<file path="config.mk">
export PLATFORM = sky130hd
export DESIGN_NAME = dual_preset_counter
export DESIGN_NICKNAME = d
export VERILOG_FILES = /design/src/design/dual_preset_pkg.sv /design/src/design/output_pulse_timer.sv /design/src/design/dual_preset_counter.sv
export SDC_FILE = /design/constraint.sdc
export NUM_CORES = 1
export LEC_CHECK = 0
export BUFFER_PORTS_ARGS = -buffer_cell sky130_fd_sc_hd__buf_2
export CORE_MARGIN = 2
export CORE_UTILIZATION = 60
export CTS_CLUSTER_DIAMETER = 40
export DETAILED_ROUTE_END_ITERATION = 7
export PLACE_DENSITY = 0.79
export SLEW_MARGIN = 10
export SYNTH_ARGS = -nofsm -noshare
export SYNTH_HDL_FRONTEND = slang
export SYNTH_SLANG_ARGS = --single-unit
</file>
<file path="constraint.sdc">
create_clock -name i_sys_clk -period 10.9 [get_ports i_sys_clk]
set_input_delay 1.635 -clock i_sys_clk [delete_from_list [all_inputs] [get_ports i_sys_clk]]
set_output_delay 1.635 -clock i_sys_clk [all_outputs]
set_load 0.02 [all_outputs]
</file>
<file path="src/design/dual_preset_pkg.sv">
// package: register map, reset values and timing constants of the dual preset counter
package dual_preset_pkg;
  localparam int unsigned CLK_HZ          = 200_000_000;
  localparam int unsigned STEP_MS_X100    = 1;          // one duration step is 0.01 s
  localparam int unsigned STEP_CYCLES     = CLK_HZ / 100 * STEP_MS_X100;

  localparam int unsigned CNT_W           = 20;
  localparam int unsigned DUR_W           = 14;
  localparam int unsigned ADDR_W          = 8;

  localparam logic [ADDR_W-1:0] OFS_CTRL     = 8'h00;
  localparam logic [ADDR_W-1:0] OFS_PRESET1  = 8'h04;
  localparam logic [ADDR_W-1:0] OFS_PRESET2  = 8'h08;
  localparam logic [ADDR_W-1:0] OFS_TIME1    = 8'h0C;
  localparam logic [ADDR_W-1:0] OFS_TIME2    = 8'h10;
  localparam logic [ADDR_W-1:0] OFS_PRESCALE = 8'h14;
  localparam logic [ADDR_W-1:0] OFS_COUNT    = 8'h18;
  localparam logic [ADDR_W-1:0] OFS_STATUS   = 8'h1C;

  localparam int unsigned CTRL_PANEL_EN_BIT = 0;
  localparam int unsigned CTRL_SOFT_RST_BIT = 1;

  localparam logic [CNT_W-1:0] PRESET1_RST  = 20'h00064;
  localparam logic [CNT_W-1:0] PRESET2_RST  = 20'h000C8;
  localparam logic [DUR_W-1:0] DUR_MIN      = 14'h0001;   // 0.01 s
  localparam logic [DUR_W-1:0] DUR_MAX      = 14'h270F;   // 99.99 s
  localparam logic [DUR_W-1:0] DUR_RST      = 14'h000A;   // 0.1 s
  localparam logic [CNT_W-1:0] PRESCALE_RST = 20'h186A0;  // 1.00000
  localparam logic             CTRL_PANEL_RST = 1'b1;

  localparam int unsigned PIN_W = 9;  // count, direction, remote reset, panel reset, prescale switch, four mode bits
  // synchroniser reset levels equal each pin's idle level: count high, up, remote released, panel released
  localparam logic [PIN_W-1:0] PIN_IDLE = 9'h007;
endpackage : dual_preset_pkg

</file>
<file path="src/design/output_pulse_timer.sv">
// one output duration timer counting in 0.01 s steps
`timescale 1ns/1ps
module output_pulse_timer #(
  parameter int unsigned DUR_W = 14
) (
  input  wire logic             i_sys_clk,
  input  wire logic             i_rst,
  input  wire logic             i_step,
  input  wire logic             i_start,
  input  wire logic             i_clear,
  input  wire logic [DUR_W-1:0] i_dur,
  output logic                  o_active,
  output logic                  o_done
);
  logic [DUR_W-1:0] remain_r;
  logic             active_r;
  logic             done_r;
  wire              last_step = active_r & i_step & (remain_r <= DUR_W'(1));

  always_ff @(posedge i_sys_clk) begin
    if (i_rst || i_clear) begin
      remain_r <= '0;
      active_r <= 1'b0;
      done_r   <= 1'b0;
    end else if (i_start) begin
      // a restart while running retriggers the full duration
      remain_r <= i_dur;
      active_r <= 1'b1;
      done_r   <= 1'b0;
    end else begin
      done_r <= last_step;
      if (last_step) begin
        active_r <= 1'b0;
        remain_r <= '0;
      end else if (active_r && i_step) begin
        remain_r <= remain_r - DUR_W'(1);
      end
    end
  end

  assign o_active = active_r;
  assign o_done   = done_r;
endmodule : output_pulse_timer

</file>
<file path="src/design/dual_preset_counter.sv">
// dual preset counter sequencer with sixteen modes and an APB register file
// Function
// - mode 0 counts up, latches out1 at preset 1, out2 at preset 2, continues.
// - mode 0 manual reset zeroes count and turns both outputs off.
// - mode 1 timed outputs at presets, counting continues, manual reset restarts.
// - mode 2 at preset 2 out1 off, out2 latched until manual reset.
// - mode 3 at preset 2 out1 off, timed out2, manual reset to zero.
// - mode 4 at preset 2 out1 off, timed out2, immediate reload to zero.
// - mode 5 both timed, preset 2 reloads zero immediately.
// - mode 6 out1 off, timed out2, reload to zero after out2 ends.
// - mode 7 both timed, reload to zero after out2 ends.
// - mode 8 start at preset 2, latch out1 at preset 1, out2 at zero.
// - mode 9 start at preset 2, timed outputs at preset 1 and zero.
// - mode 10 at zero out1 off, out2 latched until manual reset.
// - mode 11 at zero out1 off, timed out2, manual reset reloads preset 2.
// - mode 12 at zero out1 off, timed out2, immediate reload of preset 2.
// - mode 13 both timed, zero reloads preset 2 immediately.
// - mode 14 out1 off, timed out2, reload preset 2 after out2 ends.
// - mode 15 both timed, reload preset 2 after out2 ends.
// - prescale value changes only while the prescale switch is down.
// - manual reset from panel or remote line overrides everything and restarts.
// - mode taken from four mode-select switch bits.
// - count down while direction low, up while high.
// - each duration 0.01 s to 99.99 s in 0.01 s steps, default 0.1 s.
`timescale 1ns/1ps
module dual_preset_counter
  import dual_preset_pkg::*;
#(
  parameter int unsigned STEP_DIV = dual_preset_pkg::STEP_CYCLES
) (
  input  wire logic                              i_sys_clk,
  input  wire logic                              i_rst,
  input  wire logic                              i_count_pulse_n,
  input  wire logic                              i_count_direction_in,
  input  wire logic                              i_remote_reset_n,
  input  wire logic                              i_panel_reset,
  input  wire logic                              i_prescale_change_enable_switch,
  input  wire logic [3:0]                        i_mode_select_switches,
  input  wire logic                              psel,
  input  wire logic                              penable,
  input  wire logic                              pwrite,
  input  wire logic [dual_preset_pkg::ADDR_W-1:0] paddr,
  input  wire logic [31:0]                       pwdata,
  output logic      [31:0]                       prdata,
  output logic                                   pready,
  output logic                                   pslverr,
  output logic                                   o_output1,
  output logic                                   o_output2
);
  import dual_preset_pkg::*;

  localparam int unsigned NPIN = PIN_W;

  // pin synchronisers: three flops, a change counts once the second and third agree
  wire  [NPIN-1:0] pin_raw = {i_mode_select_switches, i_prescale_change_enable_switch,
                              i_panel_reset, i_remote_reset_n, i_count_direction_in, i_count_pulse_n};
  logic [NPIN-1:0] pin_s1_r;
  logic [NPIN-1:0] pin_s2_r;
  logic [NPIN-1:0] pin_s3_r;
  logic [NPIN-1:0] pin_r;

  genvar g;
  generate
    for (g = 0; g < NPIN; g++) begin : g_pin
      always_ff @(posedge i_sys_clk) begin
        if (i_rst) begin
          // idle levels, so neither a count nor a manual reset follows reset
          pin_s1_r[g] <= PIN_IDLE[g];
          pin_s2_r[g] <= PIN_IDLE[g];
          pin_s3_r[g] <= PIN_IDLE[g];
          pin_r[g]    <= PIN_IDLE[g];
        end else begin
          pin_s1_r[g] <= pin_raw[g];
          pin_s2_r[g] <= pin_s1_r[g];
          pin_s3_r[g] <= pin_s2_r[g];
          if (pin_s2_r[g] == pin_s3_r[g]) begin
            pin_r[g] <= pin_s3_r[g];
          end
        end
      end
    end
  endgenerate

  wire       cnt_in_q    = pin_r[0];
  wire       dir_up      = pin_r[1];
  wire       remote_rst  = ~pin_r[2];
  wire       panel_rst   = pin_r[3];
  wire       prescale_sw = pin_r[4];
  wire [3:0] mode        = pin_r[8:5];

  // registers
  logic [CNT_W-1:0] preset1_r;
  logic [CNT_W-1:0] preset2_r;
  logic [DUR_W-1:0] time1_r;
  logic [DUR_W-1:0] time2_r;
  logic [CNT_W-1:0] prescale_r;
  logic             panel_en_r;
  logic             soft_rst_r;
  logic [CNT_W-1:0] count_r;
  logic [CNT_W-1:0] count_nxt;
  logic             latch1_r;
  logic             latch2_r;
  logic             cnt_prev_r;
  logic             reload_wait_r;
  logic [31:0]      step_div_r;
  logic             step_r;
  logic             out1_r;
  logic             out2_r;
  logic [31:0]      prdata_r;
  logic             pready_r;
  logic             pslverr_r;

  // mode decode: bit 3 selects reset-to-preset (down) operation
  wire [2:0] sub        = mode[2:0];
  wire       reset_to_preset_action        = mode[3];
  wire       timed1     = (sub == 3'd1) | (sub == 3'd5) | (sub == 3'd7);
  wire       timed2     = (sub != 3'd0) & (sub != 3'd2);
  wire       end_kills1 = (sub == 3'd2) | (sub == 3'd3) | (sub == 3'd4) | (sub == 3'd6);
  wire       auto_now   = (sub == 3'd4) | (sub == 3'd5);
  wire       auto_after = (sub == 3'd6) | (sub == 3'd7);
  wire [CNT_W-1:0] start_val = reset_to_preset_action ? preset2_r : '0;
  wire [CNT_W-1:0] end_val   = reset_to_preset_action ? '0 : preset2_r;

  // manual reset overrides every state and restarts the cycle
  wire manual_rst = remote_rst | (panel_rst & panel_en_r) | soft_rst_r;

  // count pulse registers when the input is pulled low
  wire count_step = cnt_prev_r & ~cnt_in_q;
  wire [CNT_W-1:0] stepped = dir_up ? count_r + CNT_W'(1) : count_r - CNT_W'(1);
  wire hit1  = count_step & (stepped == preset1_r);
  wire hit2  = count_step & (stepped == end_val);

  // duration step enable: one pulse every 0.01 s
  wire step_wrap = (step_div_r >= STEP_DIV - 1);

  logic t1_active;
  logic t1_done;
  logic t2_active;
  logic t2_done;

  wire t1_start = hit1 & timed1 & ~manual_rst;
  wire t2_start = hit2 & timed2 & ~manual_rst;
  wire t1_clear = manual_rst | (hit2 & end_kills1);
  // a deferred reload waits for the done pulse of timer two
  wire reload_after = reload_wait_r & t2_done & auto_after;

  output_pulse_timer #(
    .DUR_W (DUR_W)
  ) u_timer1 (
    .i_sys_clk (i_sys_clk),
    .i_rst     (i_rst),
    .i_step    (step_r),
    .i_start   (t1_start),
    .i_clear   (t1_clear),
    .i_dur     (time1_r),
    .o_active  (t1_active),
    .o_done    (t1_done)
  );

  output_pulse_timer #(
    .DUR_W (DUR_W)
  ) u_timer2 (
    .i_sys_clk (i_sys_clk),
    .i_rst     (i_rst),
    .i_step    (step_r),
    .i_start   (t2_start),
    .i_clear   (manual_rst),
    .i_dur     (time2_r),
    .o_active  (t2_active),
    .o_done    (t2_done)
  );

  // counter next value; an immediate reload replaces the step that reached the end point, so the count never holds it
  always_comb begin
    count_nxt = count_r;
    if (manual_rst) begin
      count_nxt = start_val;
    end else if (hit2 && auto_now) begin
      count_nxt = start_val;
    end else if (reload_after) begin
      count_nxt = start_val;
    end else if (count_step) begin
      count_nxt = stepped;
    end
  end

  always_ff @(posedge i_sys_clk) begin
    if (i_rst) begin
      count_r       <= '0;
      cnt_prev_r    <= 1'b1;
      latch1_r      <= 1'b0;
      latch2_r      <= 1'b0;
      reload_wait_r <= 1'b0;
    end else begin
      count_r    <= count_nxt;
      cnt_prev_r <= cnt_in_q;
      if (manual_rst) begin
        latch1_r      <= 1'b0;
        latch2_r      <= 1'b0;
        reload_wait_r <= 1'b0;
      end else begin
        if (hit2 && end_kills1) begin
          latch1_r <= 1'b0;
        end else if (hit1 && !timed1) begin
          latch1_r <= 1'b1;
        end
        if (hit2 && !timed2) begin
          latch2_r <= 1'b1;
        end
        if (hit2 && auto_after) begin
          reload_wait_r <= 1'b1;
        end else if (reload_after) begin
          reload_wait_r <= 1'b0;
        end
      end
    end
  end

  // a manual reset drops both loads at once instead of waiting a cycle for the latches
  always_ff @(posedge i_sys_clk) begin
    if (i_rst) begin
      out1_r <= 1'b0;
      out2_r <= 1'b0;
    end else begin
      out1_r <= ~manual_rst & (latch1_r | t1_active);
      out2_r <= ~manual_rst & (latch2_r | t2_active);
    end
  end

  always_ff @(posedge i_sys_clk) begin
    if (i_rst) begin
      step_div_r <= '0;
      step_r     <= 1'b0;
    end else begin
      step_div_r <= step_wrap ? '0 : step_div_r + 32'd1;
      step_r     <= step_wrap;
    end
  end

  // APB slave: answer in the first access cycle, no wait states
  wire setup   = psel & ~penable;
  wire wr_acc  = psel & penable & pwrite & pready_r & ~pslverr_r;
  wire hit_map = (paddr <= OFS_STATUS) & (paddr[1:0] == 2'b00);
  wire [DUR_W-1:0] wdur = pwdata[DUR_W-1:0];
  wire dur_ok  = (wdur >= DUR_MIN) & (wdur <= DUR_MAX);
  // one write strobe per register keeps the register processes small
  wire wr_ctrl     = wr_acc & (paddr == OFS_CTRL);
  wire wr_preset1  = wr_acc & (paddr == OFS_PRESET1);
  wire wr_preset2  = wr_acc & (paddr == OFS_PRESET2);
  wire wr_time1    = wr_acc & (paddr == OFS_TIME1) & dur_ok;
  wire wr_time2    = wr_acc & (paddr == OFS_TIME2) & dur_ok;
  wire wr_prescale = wr_acc & (paddr == OFS_PRESCALE) & prescale_sw;
  logic [31:0] rd_mux;

  always_comb begin
    case (paddr)
      OFS_CTRL:     rd_mux = {31'h0, panel_en_r};
      OFS_PRESET1:  rd_mux = {12'h0, preset1_r};
      OFS_PRESET2:  rd_mux = {12'h0, preset2_r};
      OFS_TIME1:    rd_mux = {18'h0, time1_r};
      OFS_TIME2:    rd_mux = {18'h0, time2_r};
      OFS_PRESCALE: rd_mux = {12'h0, prescale_r};
      OFS_COUNT:    rd_mux = {12'h0, count_r};
      OFS_STATUS:   rd_mux = {23'h0, prescale_sw, mode, dir_up, out2_r, out1_r, reload_wait_r};
      default:      rd_mux = 32'h0;
    endcase
  end

  always_ff @(posedge i_sys_clk) begin
    if (i_rst) begin
      pready_r  <= 1'b0;
      pslverr_r <= 1'b0;
      prdata_r  <= '0;
    end else begin
      pready_r  <= setup;
      pslverr_r <= setup & ~hit_map;
      if (setup) begin
        prdata_r <= pwrite ? 32'h0 : rd_mux;
      end
    end
  end

  always_ff @(posedge i_sys_clk) begin
    if (i_rst) begin
      panel_en_r <= CTRL_PANEL_RST;
      soft_rst_r <= 1'b0;
    end else begin
      // the soft reset bit is a one-cycle pulse and never reads back
      soft_rst_r <= wr_ctrl & pwdata[CTRL_SOFT_RST_BIT];
      if (wr_ctrl) begin
        panel_en_r <= pwdata[CTRL_PANEL_EN_BIT];
      end
    end
  end

  always_ff @(posedge i_sys_clk) begin
    if (i_rst) begin
      preset1_r <= PRESET1_RST;
      preset2_r <= PRESET2_RST;
    end else begin
      if (wr_preset1) begin
        preset1_r <= pwdata[CNT_W-1:0];
      end
      if (wr_preset2) begin
        preset2_r <= pwdata[CNT_W-1:0];
      end
    end
  end

  // a duration outside the legal range is dropped silently and the old value stays
  always_ff @(posedge i_sys_clk) begin
    if (i_rst) begin
      time1_r <= DUR_RST;
      time2_r <= DUR_RST;
    end else begin
      if (wr_time1) begin
        time1_r <= wdur;
      end
      if (wr_time2) begin
        time2_r <= wdur;
      end
    end
  end

  // the prescale value is only held for software; no scaling is applied to the count
  always_ff @(posedge i_sys_clk) begin
    if (i_rst) begin
      prescale_r <= PRESCALE_RST;
    end else if (wr_prescale) begin
      prescale_r <= pwdata[CNT_W-1:0];
    end
  end

  assign prdata    = prdata_r;
  assign pready    = pready_r;
  assign pslverr   = pslverr_r;
  assign o_output1 = out1_r;
  assign o_output2 = out2_r;
endmodule : dual_preset_counter

</file>
Yosys cells after proc, flatten, opt, wreduce, memory -nomap -nowiden
Index checks and enable logic that the tools add are counted. Widths: inputs -> output; s select.

Add/sub/neg operators: 5. Multiply operators: 0. Div/mod/pow operators: 0. Order comparisons: 6. Eq/ne operators: 26. Shift-type cells: 0. Mux-type cells: 21. Bitwise logic cells: 54. Reduce and logical (&&, ||, !) cells: 24.

Operators with widths (number): $pmux 20 s8 (1); $mux 20 (7); $mux 14 (6); $eq 20x20->1 (2); $and 1x1->1 (36); $add 32x1->32 const B (1); $eq 8x5->1 const B (4); $ge 32x21->1 const B (1); $mux 32 (1); $le 14x1->1 const B (2); $sub 14x1->14 const B (2); $add 20x1->20 const B (1); $sub 20x1->20 const B (1); $eq 8x4->1 const B (2); $ge 14x1->1 const B (1); $le 14x14->1 const B (1); $eq 3x3->1 const B (4); $or 1x1->1 (12); $eq 1x1->1 (9); $reduce_bool 3->1 (3); $eq 8x3->1 const B (1); $le 8x5->1 const B (1); $logic_not 8->1 (1); $logic_and 1x1->1 (7); other kinds (12) (29).

Register bits: 250. Latch bits: 0. Memory bits (writable): 0. Memory bits (read-only): 0. Input bits: 54. Output and inout port bits: 36. Logic and storage cells: 196. Memories: 0.

Longest topological paths before layout
Depth after elaboration: 7. Mapped depth: 17. Depth with buffers taken out: 13.

By module
A second synthesis with hierarchy kept.

Cells, all modules: 1549. Area, all modules: 12553.3 um^2.

Modules (own cells, without submodules): dual_preset_counter (instances 1, cells an instance 1307, area an instance 10608.9 um^2, seq. area each 4144.0 um^2); output_pulse_timer (instances 2, cells an instance 121, area an instance 972.2 um^2, seq. area each 320.3 um^2).

Worst setup path before layout
No wires, ideal clock.

Kind: register -> register. Start point: register pin_r[1], in the netlist dir_up. End point: register u_timer2.remain_r[10]. Arrival: 3.959 ns. Data required time: 10.772 ns. Setup slack: 6.813 ns. Cell stages (with the launch flop): 16. Path buffers: 2. Period minus slack after synthesis: 4.087 ns. Cell sequence: dfxtp_1 -> clkbuf_1 -> inv_1 -> fa_1 -> a21o_1 -> a41oi_2 -> a211oi_1 -> nand3b_1 -> or3b_1 -> o211a_1 -> a2111o_1 -> a221oi_4 -> o2111ai_4 -> buf_6 -> mux2i_1 -> nor2_1.

Longest elaborated chain between the ends: 6. Elaborated cells on any way between the ends: 7. Classes of those cells: 1 x eq/ne; 2 x mux; 3 x bitwise; 1 x reduce/logical.

RTL lines: from (decl) (RTL line dual_preset_counter.sv:60) `logic [NPIN-1:0] pin_r;`; from (signal, indexed assignment) (RTL line dual_preset_counter.sv:71) `pin_r[g] <= PIN_IDLE[g];`; from (signal, indexed assignment) (RTL line dual_preset_counter.sv:77) `pin_r[g] <= pin_s3_r[g];`; $mux 20 * (RTL line dual_preset_counter.sv:129) `wire [CNT_W-1:0] stepped = dir_up ? count_r + CNT_W'(1) : count_r - CNT_W'(1);`; $eq 20x20->1 * (RTL line dual_preset_counter.sv:131) `wire hit2 = count_step & (stepped == end_val);`; $and 1x1->1 * (RTL line dual_preset_counter.sv:131); $and 1x1->1 * (2 in a row) (RTL line dual_preset_counter.sv:142) `wire t2_start = hit2 & timed2 & ~manual_rst;`; $reduce_bool 3->1 (no source line) / $mux 14 (equally long branches); to (signal assigned) (RTL line output_pulse_timer.sv:27) `remain_r <= i_dur;`; to (signal assigned) (RTL line output_pulse_timer.sv:36) `remain_r <= remain_r - DUR_W'(1);`; to (decl) (RTL line output_pulse_timer.sv:15) `logic [DUR_W-1:0] remain_r;`.

Every way passes the cells marked *; elsewhere a longest branch is shown, timed or not. A chain may end at the register's enable or synchronous reset.

Worst setup path in the final report
Start point: register pin_r[1], in the netlist dir_up. End point: register count_r[18].

Longest elaborated chain between the ends: 6. Elaborated cells on any way between the ends: 9. Classes of those cells: 1 x eq/ne; 5 x mux; 1 x bitwise; 2 x reduce/logical.

RTL lines: $mux 20 * (RTL line dual_preset_counter.sv:129); $eq 20x20->1 (RTL line dual_preset_counter.sv:131); $and 1x1->1 (RTL line dual_preset_counter.sv:131); $logic_and 1x1->1 (RTL line dual_preset_counter.sv:178) `end else if (hit2 && auto_now) begin`; $mux 20 (RTL line dual_preset_counter.sv:178); $mux 20 (RTL line dual_preset_counter.sv:176) `if (manual_rst) begin`; to (signal assigned) (RTL line dual_preset_counter.sv:195) `count_r <= count_nxt;`; to (decl) (RTL line dual_preset_counter.sv:99) `logic [CNT_W-1:0] count_r;`.

Every way passes the cells marked *; elsewhere a longest branch is shown, timed or not. The select of a mux whose other input is x is not followed.

==> results.cfg <==
[timing]
rsz0062_at_grt = no
setup_viol = 0
setup_ws_ns = 5.64
hold_viol = 0
final_max_slew_viol_count = 0
worstMarginPinSlew_ns = 1.01
relSlewSlack_pct = 32.6
fmax_ghz = 0.190
period_needed_ns = 5.26
min_period_over_period_pct = 48.2
finClkSkew_ns = 0.0337
fin_setup_tns_ns = 0

[detailed_routing]
drt-total-wl_mm = 34.5
drc_errors = 0
avgViaCountPerCell = 6.20
drtAntennaViolNets = 0
wl_per_cell_um = 18.7
vias = 11500
drt_iter0_markers = 1126
dr.pass1.iters = 6

[yosys]
ys_top_cells_by_area = dfxtp_1, nand2_1, a21oi_1
ys_ff_latch = 238
syn-cell-area_sq_um = 12400
synth-edff-count = 0
synthArstFlopShare_pct = 0
syn_avg_cell_area_sq_um = 8.13
synth_top_area_share_pct = 38.3
synth_top_flop_cell = dfxtp_1
syn_inst = 1529
synth.yosys.warnings = 0
ys_types = 83
ys_seq_area_share_pct = 38.3
synth_top_cell_by_area = dfxtp_1

[finish]
syn2layout_area_growth_pct = 11.7
final_util_pct = 68.4
drive_gt1_share_pct = 11.0
final_cell_mix = dfxtp_1, nand2_1, nor2_1
finalNetCount = 1632
final_common_cell = dfxtp_1
diodes = 0

[grt]
grt_pass1_wl_mm = 55.1
grt_use_total_pct = 31.0
overflow = 0
first_global_vias = 10600
grt_max_degree = 121
antenna_found_initial = 0

[clock_tree]
cts-root-buf = clkbuf_16
cts_setup_buffers = 0
cts.sinks = 238
h-tree-depth = 2
clk_pin_slew_ns = 0.05
cts_tree = built
cts_resized = 0
clk-insertion-delay-late_ns = 0.51
cts-buffers-inserted = 34
cts.path.max_buffers = 3
hold_buffers = 0

[critical_path]
critPathMaxFanout = 32
cpPeakStageDelay_ns = 0.72
critPathArrivalTime_ns = 5.69
crit_required_ns = 11.33
cp_cell_sequence = inv_1 -> ha_1 -> o21ai_0 -> o21bai_1 -> nor2_1 -> a211oi_2 -> nor4b_1 -> a311oi_1 -> a2111oi_0 -> o2111ai_1 -> nor4b_4 -> buf_4 -> o211ai_1 -> a21oi_1
crit_path_end_kind = flop
cp-start-kind = flop
crit_type = reg -> reg
cp_slowest_cell = ha_1

[power]
power_leakage_nw = 5.27
irDropWorstVdd_v = 0.000127
p_total_w = 0.00198
powerDensity_nw_per_um2 = 142

[floorplanning]
fp-row-count = 52
die_height_um = 148
core_area_sq_um = 20300
initial_core_util_pct = 61.3
ioPinCount = 90
die_w_um = 148
die_area_sq_um = 21900

[run_status]
status = complete, no violations

[worst_hold_path]
hp-class = reg -> reg

[place]
dp.final_hpwl_mm = 24.0
io_buffers = 65
dp_slack_ns = 5.75
gp_congestion = 0.935

[flow_run]
cap_violations = 0
[sequential cells by signal (all words and copies together), names as in the netlist, 3 cells and up]
signal             count
preset2_r             20
count_r               20
pin_s2_r               9
prdata                20
step_div_r            32
mode                   3
u_timer2.remain_r     14
time2_r               14
preset1_r             20
pin_s1_r               9
u_timer1.remain_r     14
pin_s3_r               9
time1_r               14
prescale_r            20
[path summary, 6_finish.rpt]
| path | cells past startpoint | end | slack (ns) | start |
|---|---|---|---|---|
| hold / removal | 1 | pin_s2_r[2] | 0.41 | pin_s1_r[2] |
| setup reg to reg | 14 | count_r[18] | 5.64 | dir_up |
| hold reg to reg | 1 | pin_s2_r[2] | 0.41 | pin_s1_r[2] |
| setup / recovery | 14 | count_r[18] | 5.64 | dir_up |
[cell type report]
| cell class | count | area [sq um] |
|---|---|---|
| multi-input combinational | 1188 | 7230 |
| fill | 1673 | 6400 |
| sequential | 238 | 4760 |
| clock buffer | 45 | 953 |
| timing repair buffer | 76 | 414 |
| tap | 270 | 338 |
| clock inverter | 14 | 135 |
| inverter | 16 | 60.1 |
[worst max-delay path: cells and delay by family, from the launching register on]
kind,cells,cell delay (ns)
flip-flops,1,0.54
buffers and inverters,2,0.86
AO/OA/AOI/OAI,8,2.13
AND/OR/NAND/NOR,3,0.93
adder cells (fa/ha/maj),1,0.72
[per-stage QoR]
step                      area, sq um  hold slack, ns  std cells
after floorplan                 12500           0.389       1551
after global placement          12800           0.398       1788
after detailed placement        12800           0.393       1788
after CTS                       13900           0.407       1847
after global routing            13900           0.426       1847
final                           13900           0.407       1847
[report_power, final]
group / internal, W / total [W] / leakage [nW] / switching (W)
Sequential: 0.000877 / 0.000880 / 1.93 / 0.00000284
Combinational: 0.0000132 / 0.0000509 / 2.82 / 0.0000376
Clock: 0.000645 / 0.00104 / 0.531 / 0.000399
Total: 0.00154 / 0.00198 / 5.27 / 0.000439
[cells by family after synthesis]
group                    after synthesis  share of synthesized area (%)
other                                  1                         0.0301
AO/OA/AOI/OAI                        398                           21.5
buffers and inverters                125                           4.40
adder cells (fa/ha/maj)               24                           2.47
flip-flops                           238                           38.3
XOR/XNOR                              64                           4.84
multiplexers                          57                           4.72
AND/OR/NAND/NOR                      622                           23.7
[layer usage]
layer | vias to the layer above | routed length (um) | GRT usage, %
met2 | 528 | 15700 | 50.0
met1 | 5365 | 14200 | 40.8
li1 | 5463 | - | -
met3 | 103 | 3070 | 5.37
met5 | - | 0 | 0
met4 | 0 | 1520 | 13.7
[Yosys cell counts (19+ instances only)]
cell type,instances
nor3_1,38
clkbuf_1,80
ha_1,23
nor2_1,179
o41ai_1,20
nand2_1,217
a21oi_1,141
nor2b_1,29
o21ai_0,65
a211oi_1,19
xnor2_1,31
mux2i_1,53
xor2_1,30
a22o_1,21
a22oi_1,35
dfxtp_1,238
nand3_1,23
Note: power is estimated with default switching activity, not from simulation.
